## config.mk

```make
export PLATFORM = sky130hd
export DESIGN_NAME = tbc_fifo_ctrl
export DESIGN_NICKNAME = d
export VERILOG_FILES = /design/src/hdl/tbc_pkg.sv /design/src/hdl/tbc_fifo_ctrl.sv /design/src/hdl/tbc_sr_router.sv
export SDC_FILE = /design/constraint.sdc
export NUM_CORES = 2
export LEC_CHECK = 0
export ABC_AREA = 1
export BUFFER_PORTS_ARGS = -buffer_cell sky130_fd_sc_hd__buf_2
export CAP_MARGIN = 25
export CORE_UTILIZATION = 45
export CTS_CLUSTER_SIZE = 8
export DETAILED_ROUTE_END_ITERATION = 8
export GPL_ROUTABILITY_DRIVEN = 0
export PLACE_DENSITY = 0.56
export REMOVE_ABC_BUFFERS = 1
export SYNTH_ARGS = -nofsm -noshare
export SYNTH_HDL_FRONTEND = slang
export SYNTH_SLANG_ARGS = --single-unit
```

## constraint.sdc

```tcl
create_clock -name clk -period 8.4 [get_ports clk]
set_input_delay 1.26 -clock clk [delete_from_list [all_inputs] [get_ports clk]]
set_output_delay 1.26 -clock clk [all_outputs]
set_load 0.02 [all_outputs]
```

## src/hdl/tbc_pkg.sv

```systemverilog
/*
  Shared constants and types of the transmit FIFO buffer control block.
  Assumes a single 100 MHz clock domain and a byte-addressed register port.
*/
`default_nettype none

package tbc_pkg;

  // ---------------------------------------------------------------
  // Register map
  // ---------------------------------------------------------------
  localparam int          TBC_ADDR_W      = 8;
  localparam logic [7:0]  TBC_OFS_CTRL    = 8'h00;   // Control word
  localparam logic [7:0]  TBC_OFS_STATUS  = 8'h04;   // Fill state, trigger, pointers
  localparam logic [31:0] TBC_CTRL_RESET  = 32'h0000_0000;

  // ---------------------------------------------------------------
  // Control field positions
  // ---------------------------------------------------------------
  localparam int TBC_F_FIFO_START_POINTER_LO   = 0;    // Start pointer [5:0], write-only
  localparam int TBC_F_LIMIT_LO  = 8;    // Limit [13:8]
  localparam int TBC_F_TMODE     = 14;   // Trigger mode
  localparam int TBC_F_TEN       = 15;   // Trigger enable
  localparam int TBC_F_SNODE_LO  = 16;   // Standard node [18:16]
  localparam int TBC_F_ANODE_LO  = 19;   // Error node [21:19]
  localparam int TBC_F_SIZE_LO   = 24;   // Size code [26:24]
  localparam int TBC_F_LOF       = 28;   // Limit overflow select
  localparam int TBC_F_SIEN      = 30;   // Standard interrupt enable
  localparam int TBC_F_EIEN      = 31;   // Error interrupt enable

  // ---------------------------------------------------------------
  // Status field positions
  // ---------------------------------------------------------------
  localparam int TBC_S_TRIG      = 0;    // Trigger bit; write 1 sets it
  localparam int TBC_S_FLUSH     = 1;    // Write 1 flushes; reads buffer-valid
  localparam int TBC_S_FILL_LO   = 8;    // Fill level [14:8]
  localparam int TBC_S_INP_LO    = 16;   // Input pointer [21:16]
  localparam int TBC_S_OUTP_LO   = 24;   // Output pointer [29:24]

  // ---------------------------------------------------------------
  // Sizes
  // ---------------------------------------------------------------
  localparam int          TBC_PTR_W    = 6;
  localparam int          TBC_FILL_W   = 7;
  localparam int          TBC_DEPTH    = 64;     // Shared entry memory
  localparam int          TBC_DATA_W   = 32;
  localparam int          TBC_NODES    = 6;      // Service request outputs
  localparam logic [2:0]  TBC_SIZE_OFF = 3'h0;   // FIFO disabled

  // Stored control fields
  typedef struct packed {
    logic                  err_ien;
    logic                  std_ien;
    logic                  limit_overflow_select;
    logic [2:0]            size;
    logic [2:0]            alt_node;
    logic [2:0]            std_node;
    logic                  trig_en;
    logic                  trig_mode;
    logic [5:0]            limit;
  } tbc_ctrl_s;

  // Event requests handed to the service request router
  typedef struct packed {
    logic                  std_pulse;
    logic                  std_level;
    logic [2:0]            std_node;
    logic                  err_pulse;
    logic [2:0]            err_node;
  } tbc_sreq_s;

endpackage

`default_nettype wire

```

## src/hdl/tbc_fifo_ctrl.sv

```systemverilog
/*
  Transmit FIFO buffer control: control register, pointer management in a
  64-entry memory, transmit buffer loading, limit and trigger events, and
  service request selection. Assumes software writes data over din_wr and
  the channel pulses transmit_buffer_reg_take when it has consumed the transmit buffer.
*/
`default_nettype none

// Functional notes
// - Start pointer is write-only, reads zero
// - Start write at size zero loads pointers
// - Start write at nonzero size is ignored
// - Limit field holds target fill level
// - Mode 0 trigger clears at limit
// - Mode 1 trigger clears at full
// - Trigger enable gates trigger bit events
// - Standard node selects outputs 0 to 5
// - Error node selects outputs 0 to 5
// - Size zero disables FIFO, refuses data
// - Size codes 1 to 6 give 2 to 64 entries; code 7 gives none
// - Low select: event on drop from limit
// - High select: event on rise from limit
// - Standard interrupt enable gates request output
// - Write when full is error; enable gates
// - Reserved control bits read zero
// - Control writes need transmit buffer capability
// - First word bypasses FIFO into buffer
// - Trigger bit holds request output active
module tbc_fifo_ctrl
  import tbc_pkg::*;
(
  // Clock and reset
  input  wire logic                  clk,
  input  wire logic                  sys_rst,
  // Register port
  input  wire logic [TBC_ADDR_W-1:0] reg_addr,
  input  wire logic [31:0]           reg_wdata,
  input  wire logic                  reg_wr,
  input  wire logic                  reg_rd,
  output var  logic [31:0]           reg_rdata,
  // Channel configuration
  input  wire logic                  tx_buffer_capability,
  // Data input location
  input  wire logic                  din_wr,
  input  wire logic [TBC_DATA_W-1:0] din_data,
  // Transmit buffer
  input  wire logic                  transmit_buffer_reg_take,
  output var  logic                  transmit_buffer_reg_valid,
  output var  logic [TBC_DATA_W-1:0] transmit_buffer_reg_data,
  // Service request outputs
  output var  logic [TBC_NODES-1:0]  sr_out
);

  // ---------------------------------------------------------------
  // Helpers
  // ---------------------------------------------------------------

  // Entry count for a size code; zero when disabled
  function automatic logic [TBC_FILL_W-1:0] entries(input logic [2:0] size);
    entries = (size == TBC_SIZE_OFF) ? '0 : (7'h01 << size);
  endfunction

  // Next pointer inside the region that starts at start
  function automatic logic [TBC_PTR_W-1:0] ptr_inc(input logic [TBC_PTR_W-1:0] ptr,
                                                   input logic [TBC_PTR_W-1:0] start,
                                                   input logic [2:0]           size);
    logic [TBC_PTR_W-1:0] mask;
    logic [TBC_PTR_W-1:0] off;
    mask    = 6'(entries(size) - 7'h01);
    off     = ptr - start;
    ptr_inc = start + ((off + 6'h01) & mask);
  endfunction

  // ---------------------------------------------------------------
  // State
  // ---------------------------------------------------------------

  typedef struct packed {
    tbc_ctrl_s             ctrl;      // Control fields
    logic [TBC_PTR_W-1:0]  start;     // Region start, never read back
    logic [TBC_PTR_W-1:0]  in_ptr;    // Next slot to write
    logic [TBC_PTR_W-1:0]  out_ptr;   // Next slot to drain
    logic [TBC_FILL_W-1:0] fill;      // Words held in memory
    logic                  trig;      // Standard trigger bit
    logic                  transmit_buffer_reg_vld;  // Transmit buffer holds a word
    logic [TBC_DATA_W-1:0] transmit_buffer_reg;      // Transmit buffer word
    logic [31:0]           rdata;     // Read answer
    logic                  std_evt;   // Standard event, one cycle
    logic                  err_evt;   // Error event, one cycle
  } tbc_state_s;

  tbc_state_s            s_r;         // Current state
  tbc_state_s            s_nxt;       // Next state
  logic [TBC_DATA_W-1:0] mem [0:TBC_DEPTH-1];  // Shared entry memory
  logic                  mem_we;      // Store din_data at in_ptr
  logic                  en;          // FIFO mechanism on
  logic                  take;        // Buffer consumed this cycle
  logic                  moved;       // Word moved memory to buffer
  logic                  stored;      // Word written into memory
  logic [TBC_FILL_W-1:0] full_lvl;    // Entry count for current size
  logic                  ctrl_wr;     // Accepted control write
  logic                  stat_wr;     // Status write
  tbc_sreq_s             sreq;        // Router requests

  assign en       = (s_r.ctrl.size != TBC_SIZE_OFF);
  assign take     = transmit_buffer_reg_take && s_r.transmit_buffer_reg_vld;
  assign full_lvl = entries(s_r.ctrl.size);
  assign ctrl_wr  = reg_wr && reg_addr == TBC_OFS_CTRL && tx_buffer_capability;
  assign stat_wr  = reg_wr && reg_addr == TBC_OFS_STATUS;

  // ---------------------------------------------------------------
  // Next-state logic
  // ---------------------------------------------------------------

  always_comb begin
    s_nxt         = s_r;
    s_nxt.std_evt = 1'b0;
    s_nxt.err_evt = 1'b0;
    s_nxt.rdata   = '0;
    mem_we        = 1'b0;
    moved         = 1'b0;
    stored        = 1'b0;

    // Drain side: refill the buffer from memory, or leave it empty
    if (take) begin
      if (s_r.fill != '0) begin
        s_nxt.transmit_buffer_reg    = mem[s_r.out_ptr];
        s_nxt.out_ptr = ptr_inc(s_r.out_ptr, s_r.start, s_r.ctrl.size);
        s_nxt.fill    = s_r.fill - 7'h01;
        moved         = 1'b1;
      end else begin
        s_nxt.transmit_buffer_reg_vld = 1'b0;
      end
    end

    // Fill side; with the mechanism off every word is dropped
    if (din_wr && en) begin
      if (!s_nxt.transmit_buffer_reg_vld && s_nxt.fill == '0) begin
        // Straight into the buffer, not counted in the fill level
        s_nxt.transmit_buffer_reg     = din_data;
        s_nxt.transmit_buffer_reg_vld = 1'b1;
      end else if (s_nxt.fill >= full_lvl) begin
        // Word lost; only flagged
        s_nxt.err_evt = 1'b1;
      end else begin
        mem_we       = 1'b1;
        stored       = 1'b1;
        s_nxt.in_ptr = ptr_inc(s_r.in_ptr, s_r.start, s_r.ctrl.size);
        s_nxt.fill   = s_nxt.fill + 7'h01;
      end
    end

    // Limit crossing and trigger bit events; old level is compared
    if (s_r.ctrl.limit_overflow_select) begin
      s_nxt.std_evt = stored && s_r.fill == {1'b0, s_r.ctrl.limit};
    end else begin
      s_nxt.std_evt = moved && s_r.fill == {1'b0, s_r.ctrl.limit};
    end
    if (s_r.trig && s_r.ctrl.trig_en && (s_r.ctrl.limit_overflow_select ? stored : moved)) begin
      s_nxt.std_evt = 1'b1;
    end

    // Trigger clears on reaching its target level
    if (s_r.trig) begin
      if (s_r.ctrl.trig_mode) begin
        if (s_nxt.fill == full_lvl) begin
          s_nxt.trig = 1'b0;
        end
      end else if (s_nxt.fill == {1'b0, s_r.ctrl.limit}) begin
        s_nxt.trig = 1'b0;
      end
    end

    // Status writes; a software set wins over the hardware clear
    if (stat_wr) begin
      if (reg_wdata[TBC_S_FLUSH]) begin
        s_nxt.out_ptr = s_nxt.in_ptr;
        s_nxt.fill    = '0;
      end
      if (reg_wdata[TBC_S_TRIG]) begin
        s_nxt.trig = 1'b1;
      end
    end

    // Control write; pointers follow only while the size is zero
    if (ctrl_wr) begin
      s_nxt.ctrl.limit     = reg_wdata[TBC_F_LIMIT_LO +: 6];
      s_nxt.ctrl.trig_mode = reg_wdata[TBC_F_TMODE];
      s_nxt.ctrl.trig_en   = reg_wdata[TBC_F_TEN];
      s_nxt.ctrl.std_node  = reg_wdata[TBC_F_SNODE_LO +: 3];
      s_nxt.ctrl.alt_node  = reg_wdata[TBC_F_ANODE_LO +: 3];
      s_nxt.ctrl.size      = reg_wdata[TBC_F_SIZE_LO +: 3];
      s_nxt.ctrl.limit_overflow_select       = reg_wdata[TBC_F_LOF];
      s_nxt.ctrl.std_ien   = reg_wdata[TBC_F_SIEN];
      s_nxt.ctrl.err_ien   = reg_wdata[TBC_F_EIEN];
      if (!en) begin
        s_nxt.start   = reg_wdata[TBC_F_FIFO_START_POINTER_LO +: TBC_PTR_W];
        s_nxt.in_ptr  = reg_wdata[TBC_F_FIFO_START_POINTER_LO +: TBC_PTR_W];
        s_nxt.out_ptr = reg_wdata[TBC_F_FIFO_START_POINTER_LO +: TBC_PTR_W];
        s_nxt.fill    = '0;
      end
      // Nonzero size: start and pointers keep their values
    end

    // Read answer, valid in the next cycle only
    if (reg_rd) begin
      case (reg_addr)
        TBC_OFS_CTRL: begin
          // Start pointer and reserved bits stay zero
          s_nxt.rdata[TBC_F_LIMIT_LO +: 6]  = s_r.ctrl.limit;
          s_nxt.rdata[TBC_F_TMODE]          = s_r.ctrl.trig_mode;
          s_nxt.rdata[TBC_F_TEN]            = s_r.ctrl.trig_en;
          s_nxt.rdata[TBC_F_SNODE_LO +: 3]  = s_r.ctrl.std_node;
          s_nxt.rdata[TBC_F_ANODE_LO +: 3]  = s_r.ctrl.alt_node;
          s_nxt.rdata[TBC_F_SIZE_LO +: 3]   = s_r.ctrl.size;
          s_nxt.rdata[TBC_F_LOF]            = s_r.ctrl.limit_overflow_select;
          s_nxt.rdata[TBC_F_SIEN]           = s_r.ctrl.std_ien;
          s_nxt.rdata[TBC_F_EIEN]           = s_r.ctrl.err_ien;
        end
        TBC_OFS_STATUS: begin
          s_nxt.rdata[TBC_S_TRIG]                 = s_r.trig;
          s_nxt.rdata[TBC_S_FLUSH]                = s_r.transmit_buffer_reg_vld;
          s_nxt.rdata[TBC_S_FILL_LO +: TBC_FILL_W] = s_r.fill;
          s_nxt.rdata[TBC_S_INP_LO +: TBC_PTR_W]  = s_r.in_ptr;
          s_nxt.rdata[TBC_S_OUTP_LO +: TBC_PTR_W] = s_r.out_ptr;
        end
        default: begin
          // Unmapped offsets read zero
          s_nxt.rdata = '0;
        end
      endcase
    end
  end

  // ---------------------------------------------------------------
  // State and memory registers
  // ---------------------------------------------------------------

  // All state resets, the transmit buffer word included
  always_ff @(posedge clk or posedge sys_rst) begin
    if (sys_rst) begin
      s_r <= '0;
    end else begin
      s_r <= s_nxt;
    end
  end

  // Memory has no reset: its words are only read behind a nonzero fill
  always_ff @(posedge clk) begin
    if (mem_we) begin
      mem[s_r.in_ptr] <= din_data;
    end
  end

  // ---------------------------------------------------------------
  // Service requests
  // ---------------------------------------------------------------

  // Trigger level keeps the standard output up until the bit clears
  always_comb begin
    sreq.std_pulse = s_r.std_evt && s_r.ctrl.std_ien;
    sreq.std_level = s_r.trig && s_r.ctrl.trig_en && s_r.ctrl.std_ien;
    sreq.std_node  = s_r.ctrl.std_node;
    sreq.err_pulse = s_r.err_evt && s_r.ctrl.err_ien;
    sreq.err_node  = s_r.ctrl.alt_node;
  end

  tbc_sr_router u_router (
    .clk     (clk),
    .sys_rst (sys_rst),
    .sreq    (sreq),
    .sr_out  (sr_out)
  );

  assign reg_rdata  = s_r.rdata;
  assign transmit_buffer_reg_valid = s_r.transmit_buffer_reg_vld;
  assign transmit_buffer_reg_data  = s_r.transmit_buffer_reg;

  // ---------------------------------------------------------------
  // Assertions
  // ---------------------------------------------------------------

  a_fifo_start_pointer_reads_zero: assert property (@(posedge clk) disable iff (sys_rst)
    reg_rd && reg_addr == TBC_OFS_CTRL |=> reg_rdata[5:0] == 6'h00)
    else $error("start pointer read back nonzero");

  a_reserved_zero: assert property (@(posedge clk) disable iff (sys_rst)
    reg_rd && reg_addr == TBC_OFS_CTRL |=>
      reg_rdata[7:6] == 2'h0 && reg_rdata[23:22] == 2'h0 && !reg_rdata[27] && !reg_rdata[29])
    else $error("reserved control bits read nonzero");

  a_fifo_start_pointer_loads_ptrs: assert property (@(posedge clk) disable iff (sys_rst)
    ctrl_wr && !en |=> s_r.in_ptr == $past(reg_wdata[5:0]) &&
      s_r.out_ptr == $past(reg_wdata[5:0]) && s_r.fill == 7'h00)
    else $error("start write at size zero did not load pointers");

  a_fifo_start_pointer_ignored: assert property (@(posedge clk) disable iff (sys_rst)
    ctrl_wr && en && !din_wr && !transmit_buffer_reg_take && !stat_wr |=>
      $stable(s_r.in_ptr) && $stable(s_r.out_ptr) && $stable(s_r.start))
    else $error("start write at nonzero size moved pointers");

  a_cap_blocks: assert property (@(posedge clk) disable iff (sys_rst)
    reg_wr && reg_addr == TBC_OFS_CTRL && !tx_buffer_capability |=> $stable(s_r.ctrl))
    else $error("control changed without capability");

  a_disabled_refuse: assert property (@(posedge clk) disable iff (sys_rst)
    !en && din_wr && !transmit_buffer_reg_take && !reg_wr |=> $stable(s_r.transmit_buffer_reg_vld) && $stable(s_r.transmit_buffer_reg))
    else $error("disabled FIFO accepted data");

  a_first_bypass: assert property (@(posedge clk) disable iff (sys_rst)
    en && din_wr && !s_r.transmit_buffer_reg_vld && s_r.fill == 7'h00 && !reg_wr |=>
      transmit_buffer_reg_valid && s_r.fill == 7'h00 && transmit_buffer_reg_data == $past(din_data))
    else $error("first word did not bypass into buffer");

  a_err_on_full: assert property (@(posedge clk) disable iff (sys_rst)
    en && din_wr && s_r.transmit_buffer_reg_vld && s_r.fill == full_lvl && !transmit_buffer_reg_take |=>
      s_r.err_evt ##1 sr_out[$past(s_r.ctrl.alt_node)] || !$past(s_r.ctrl.err_ien) ||
      $past(s_r.ctrl.alt_node) > 3'h5)
    else $error("write to full FIFO not flagged");

  a_lof_low: assert property (@(posedge clk) disable iff (sys_rst)
    !s_r.ctrl.limit_overflow_select && take && s_r.fill != 7'h00 && s_r.fill == {1'b0, s_r.ctrl.limit}
      |=> s_r.std_evt)
    else $error("drop from limit raised no event");

  a_lof_high: assert property (@(posedge clk) disable iff (sys_rst)
    s_r.ctrl.limit_overflow_select && stored && s_r.fill == {1'b0, s_r.ctrl.limit} |=> s_r.std_evt)
    else $error("rise from limit raised no event");

  a_trig_level: assert property (@(posedge clk) disable iff (sys_rst)
    s_r.trig && s_r.ctrl.trig_en && s_r.ctrl.std_ien && s_r.ctrl.std_node <= 3'h5
      |=> sr_out[$past(s_r.ctrl.std_node)])
    else $error("trigger bit did not hold request output");

  a_ptr_wraps: assert property (@(posedge clk) disable iff (sys_rst)
    mem_we && !reg_wr |=> s_r.in_ptr == ptr_inc($past(s_r.in_ptr), s_r.start, s_r.ctrl.size))
    else $error("input pointer did not wrap in region");

endmodule

`default_nettype wire

```

## src/hdl/tbc_sr_router.sv

```systemverilog
/*
  Service request router: steers the standard and error requests onto one
  of six outputs. Assumes requests come from logic on the same clock.
*/
`default_nettype none

module tbc_sr_router
  import tbc_pkg::*;
(
  // Clock and reset
  input  wire logic                 clk,
  input  wire logic                 sys_rst,
  // Requests
  input  wire tbc_sreq_s            sreq,
  // Service request outputs
  output var  logic [TBC_NODES-1:0] sr_out
);

  // ---------------------------------------------------------------
  // Routing
  // ---------------------------------------------------------------

  logic [TBC_NODES-1:0] sr_r;    // Registered outputs
  logic [TBC_NODES-1:0] sr_nxt;  // Next outputs

  // One output per node; reserved codes match no node and stay silent
  genvar g;
  generate
    for (g = 0; g < TBC_NODES; g++) begin : g_node
      always_comb begin
        sr_nxt[g] = ((sreq.std_pulse | sreq.std_level) && sreq.std_node == 3'(g)) ||
                    (sreq.err_pulse && sreq.err_node == 3'(g));
      end
    end
  endgenerate

  // Output register, so the pins never glitch
  always_ff @(posedge clk or posedge sys_rst) begin
    if (sys_rst) begin
      sr_r <= '0;
    end else begin
      sr_r <= sr_nxt;
    end
  end

  assign sr_out = sr_r;

endmodule

`default_nettype wire

```

==> impl_metrics.yaml <==
cts:
  hold_buffers: 0
  cts.sinks: 2159
  post_cts_buffers: 0
  clk_latency_ps: 930
  clockBufferDepth: 4
  cts.clk_slew.worst_paths_ps: 50
  htreeDepth: 5
  root_buffer: "clkbuf_16"
  cts_made_buffers: 320
  cts_tree: "built"
  cts.repair.resized: 0
layout:
  fill_cells: 16237
  syn_to_final_growth_pct: 13.9
  multiInputGateArea_um2: 20300
  regArea_um2: 64300
  final_nets: 7099
  final_layout_size_suffix_gt1_share_pct: 10.4
place:
  hpwl_mm: 139
  pre_cts_ws_ps: 2870
  io_buffer_count: 135
sta:
  worst_pin_slew_ps: 1110
  max_freq_mhz: 200
  slew_violations: 0
  finalSetupTns_ps: 0
  slew_headroom_pct: 25.8
  fin_ws_ps: 3400
  skew_ps: 67.5
  final.min_clock_period_ps: 5000
  finalCritPeriodShare_pct: 59.5
  setup_viol_count_final: 0
  hold_viol_final: 0
  rsz0062_at_grt: "false"
power_and_ir_drop:
  irDropWorstVdd_uv: 385
  p_sw_share_pct: 35.8
  p_per_area_nw_per_um2: 340
  power_frac_clock_pct: 33.5
  pwr-share-comb_pct: 29.8
  p_int_mw: 21.6
  power_switching_mw: 12.0
  seqPwrFrac_pct: 36.7
  p_leak_nw: 33.0
die:
  die_x_um: 442
  start_util_pct: 45.5
  die-area_um2: 195000
  fp.dieH_um: 442
  ios: 150
  fp-row-count: 160
  core_area_um2: 191000
worst_setup_path:
  critPathCaptureType: "flip-flop"
  crit_top_cell: "nand2_1"
  slowest_stage: "nor2_4"
  critPathRequiredTime_ps: 8950
  critPathTopFamily: "simple AND/OR/NAND/NOR gates"
  cp.arrival_ps: 5550
  crit_buf_inv: 6
  max_stage_delay_ps: 670
  worstSetupPathType: "flip-flop to flip-flop"
  cp-start-kind: "flip-flop"
  crit_chain: "inv_1, ha_1, inv_1, nor2_1, nand3_2, nand2_4, nand2_1, nand2_2, ha_1, nand2_1, nand2_1, nand2_1, nand3_2, clkinv_1, nand2_4, inv_2, nand4_1, buf_4, nor2_4, buf_4"
  cp_max_fo: 21
global_routing:
  grt_pass1_vias: 54281
  grt_use_total_pct: 26.1
  grt_overflow: 0
  antenna_found_initial: 11
  grt_pass1_wl_mm: 375
  grt_max_degree: 208
status:
  status: "completed"
yosys:
  netlist_instances: 6888
  synth-seq-cells: 2159
  synth_cell_types: 50
  synth_flop_cell: "edfxtp_1"
  synthArstFlopShare_pct: 5.14
  yosysWarnings: 0
  ys_seq_area_share_pct: 73.9
  synth_area_um2: 86900
  syn_area_per_cell_um2: 12.6
  synth_edf_count: 2048
worst_hold_path:
  hp-class: "primary input to asynchronous set/reset pin"
detailed_routing:
  drc_errors: 0
  dr.pass1.iters: 7
  ant_nets: 0
  routed_wl_mm: 256
  drtIter0Drc: 6251
  vias: 57121
  wl_per_cell_um: 26.7
  vias_per_cell: 5.96
job:
  maxCapViolCount: 0
-- cell families after synthesis --
| family | Yosys count | share of synthesized area [%] |
|---|---|---|
| AOI/OAI and AO/OA | 1791 | 11.5 |
| xor gates and xnor gates | 19 | 0.213 |
| adders and majority gates | 43 | 0.653 |
| buffers and inverters | 642 | 3.30 |
| DFF | 2159 | 73.9 |
| other | 1 | 0.00431 |
| and+or+nand+nor | 2233 | 10.4 |
-- sequential cells by signal (all words and copies together) (netlist names) --
signal                     flops
transmit_buffer_reg_valid      1
s_r                           48
reg_rdata                     24
transmit_buffer_reg_data      32
u_router.sr_out                6
mem                         2048
-- cell usage after synthesis, drive strengths merged (4+ instances only) --
cell	count	share of area, %
a21oi	29	0.17
a31oi	26	0.19
buf	236	1.5
clkbuf	298	1.3
clkinv	5	0.023
dfrtp	111	3.2
edfxtp	2048	71
fa	4	0.092
ha	39	0.56
inv	103	0.44
nand2	554	2.4
nand3	410	2.4
nand4	15	0.13
nor2	1237	5.4
nor3	9	0.052
o2111ai	4	0.040
o211ai	17	0.15
o21ai	1152	6.6
o221ai	58	0.58
o22ai	479	3.4
o31ai	5	0.043
o32ai	13	0.13
xnor2	7	0.071
xor2	12	0.14
-- layer usage --
metal  track usage (%)  share of wire (%)  vias to the layer above
li1                  -                  -                    25478
met1              36.3                 42                    28771
met2              42.3                 48                     2416
met3              4.40                7.5                      450
met4              7.67                2.7                        6
met5                 0              0.014                        -
-- power by group through the flow --
stage / Clock (mW) / Combinational [mW] / Sequential, mW
floorplan: 0 / 5.27 / 13.0
global placement: 0 / 9.84 / 12.5
detailed placement: 0 / 9.93 / 12.5
CTS: 11.4 / 9.97 / 12.3
global route: 11.9 / 10.9 / 12.3
finish: 11.3 / 10.0 / 12.3
-- final timing paths --
| kind | startpoint | endpoint | slack (ps) | depth (start not counted) |
|---|---|---|---|---|
| max reg2reg | s_r[68] | mem[24][21] | 3400 | 20 |
| min in group clk | s_r[104] | u_router.sr_out[2] | 490 | 1 |
| max | s_r[68] | mem[24][21] | 3400 | 20 |
| min reg2reg | s_r[104] | u_router.sr_out[2] | 490 | 1 |
| max in group asynchronous | sys_rst | s_r[80] | 6440 | 3 |
| min | sys_rst | reg_rdata[17] | 430 | 2 |
-- cell usage in the layout, fill, tap and decap left out, types with 8 or more instances in the layout --
cell,n
ha_1,39
nand4_1,14
o32ai_1,13
buf_4,146
xor2_1,11
buf_2,128
o211ai_1,16
nand2_1,547
clkbuf_16,328
conb_1,8
nand3_1,407
nor2_1,1167
dfrtp_1,105
edfxtp_1,2048
o22ai_1,479
a21oi_1,29
inv_1,92
o21ai_1,8
buf_12,14
o221ai_1,58
o21ai_0,1144
a31oi_1,26
nor2_4,67
clkbuf_1,82
-- cell type report --
| type | instances | share of cell area [%] |
|---|---|---|
| clock buffers | 411 | 8.62 |
| inverters | 108 | 0.453 |
| multi-input cells | 4094 | 20.5 |
| diodes | 3 | 0.00758 |
| flip-flops and latches | 2159 | 65.0 |
| well taps | 2511 | 3.17 |
| repair buffers | 294 | 2.20 |
| clock inverters | 7 | 0.0632 |
-- stage by stage --
| step | power (mW) | utilization [%] | std cells | area (µm²) | hold slack, ps |
|---|---|---|---|---|---|
| after global routing | 35.2 | 51.8 | 9585 | 99000 | 432 |
| final | 33.7 | 51.8 | 9587 | 99000 | 428 |
| after floorplan | 18.3 | - | 6361 | 84500 | 433 |
| after detailed placement | 22.5 | 47.3 | 9164 | 90300 | 502 |
| after CTS | 33.7 | 51.8 | 9582 | 98900 | 400 |
| after global placement | 22.4 | 47.2 | 9160 | 90200 | 506 |
(Power assumes the default switching activity.)
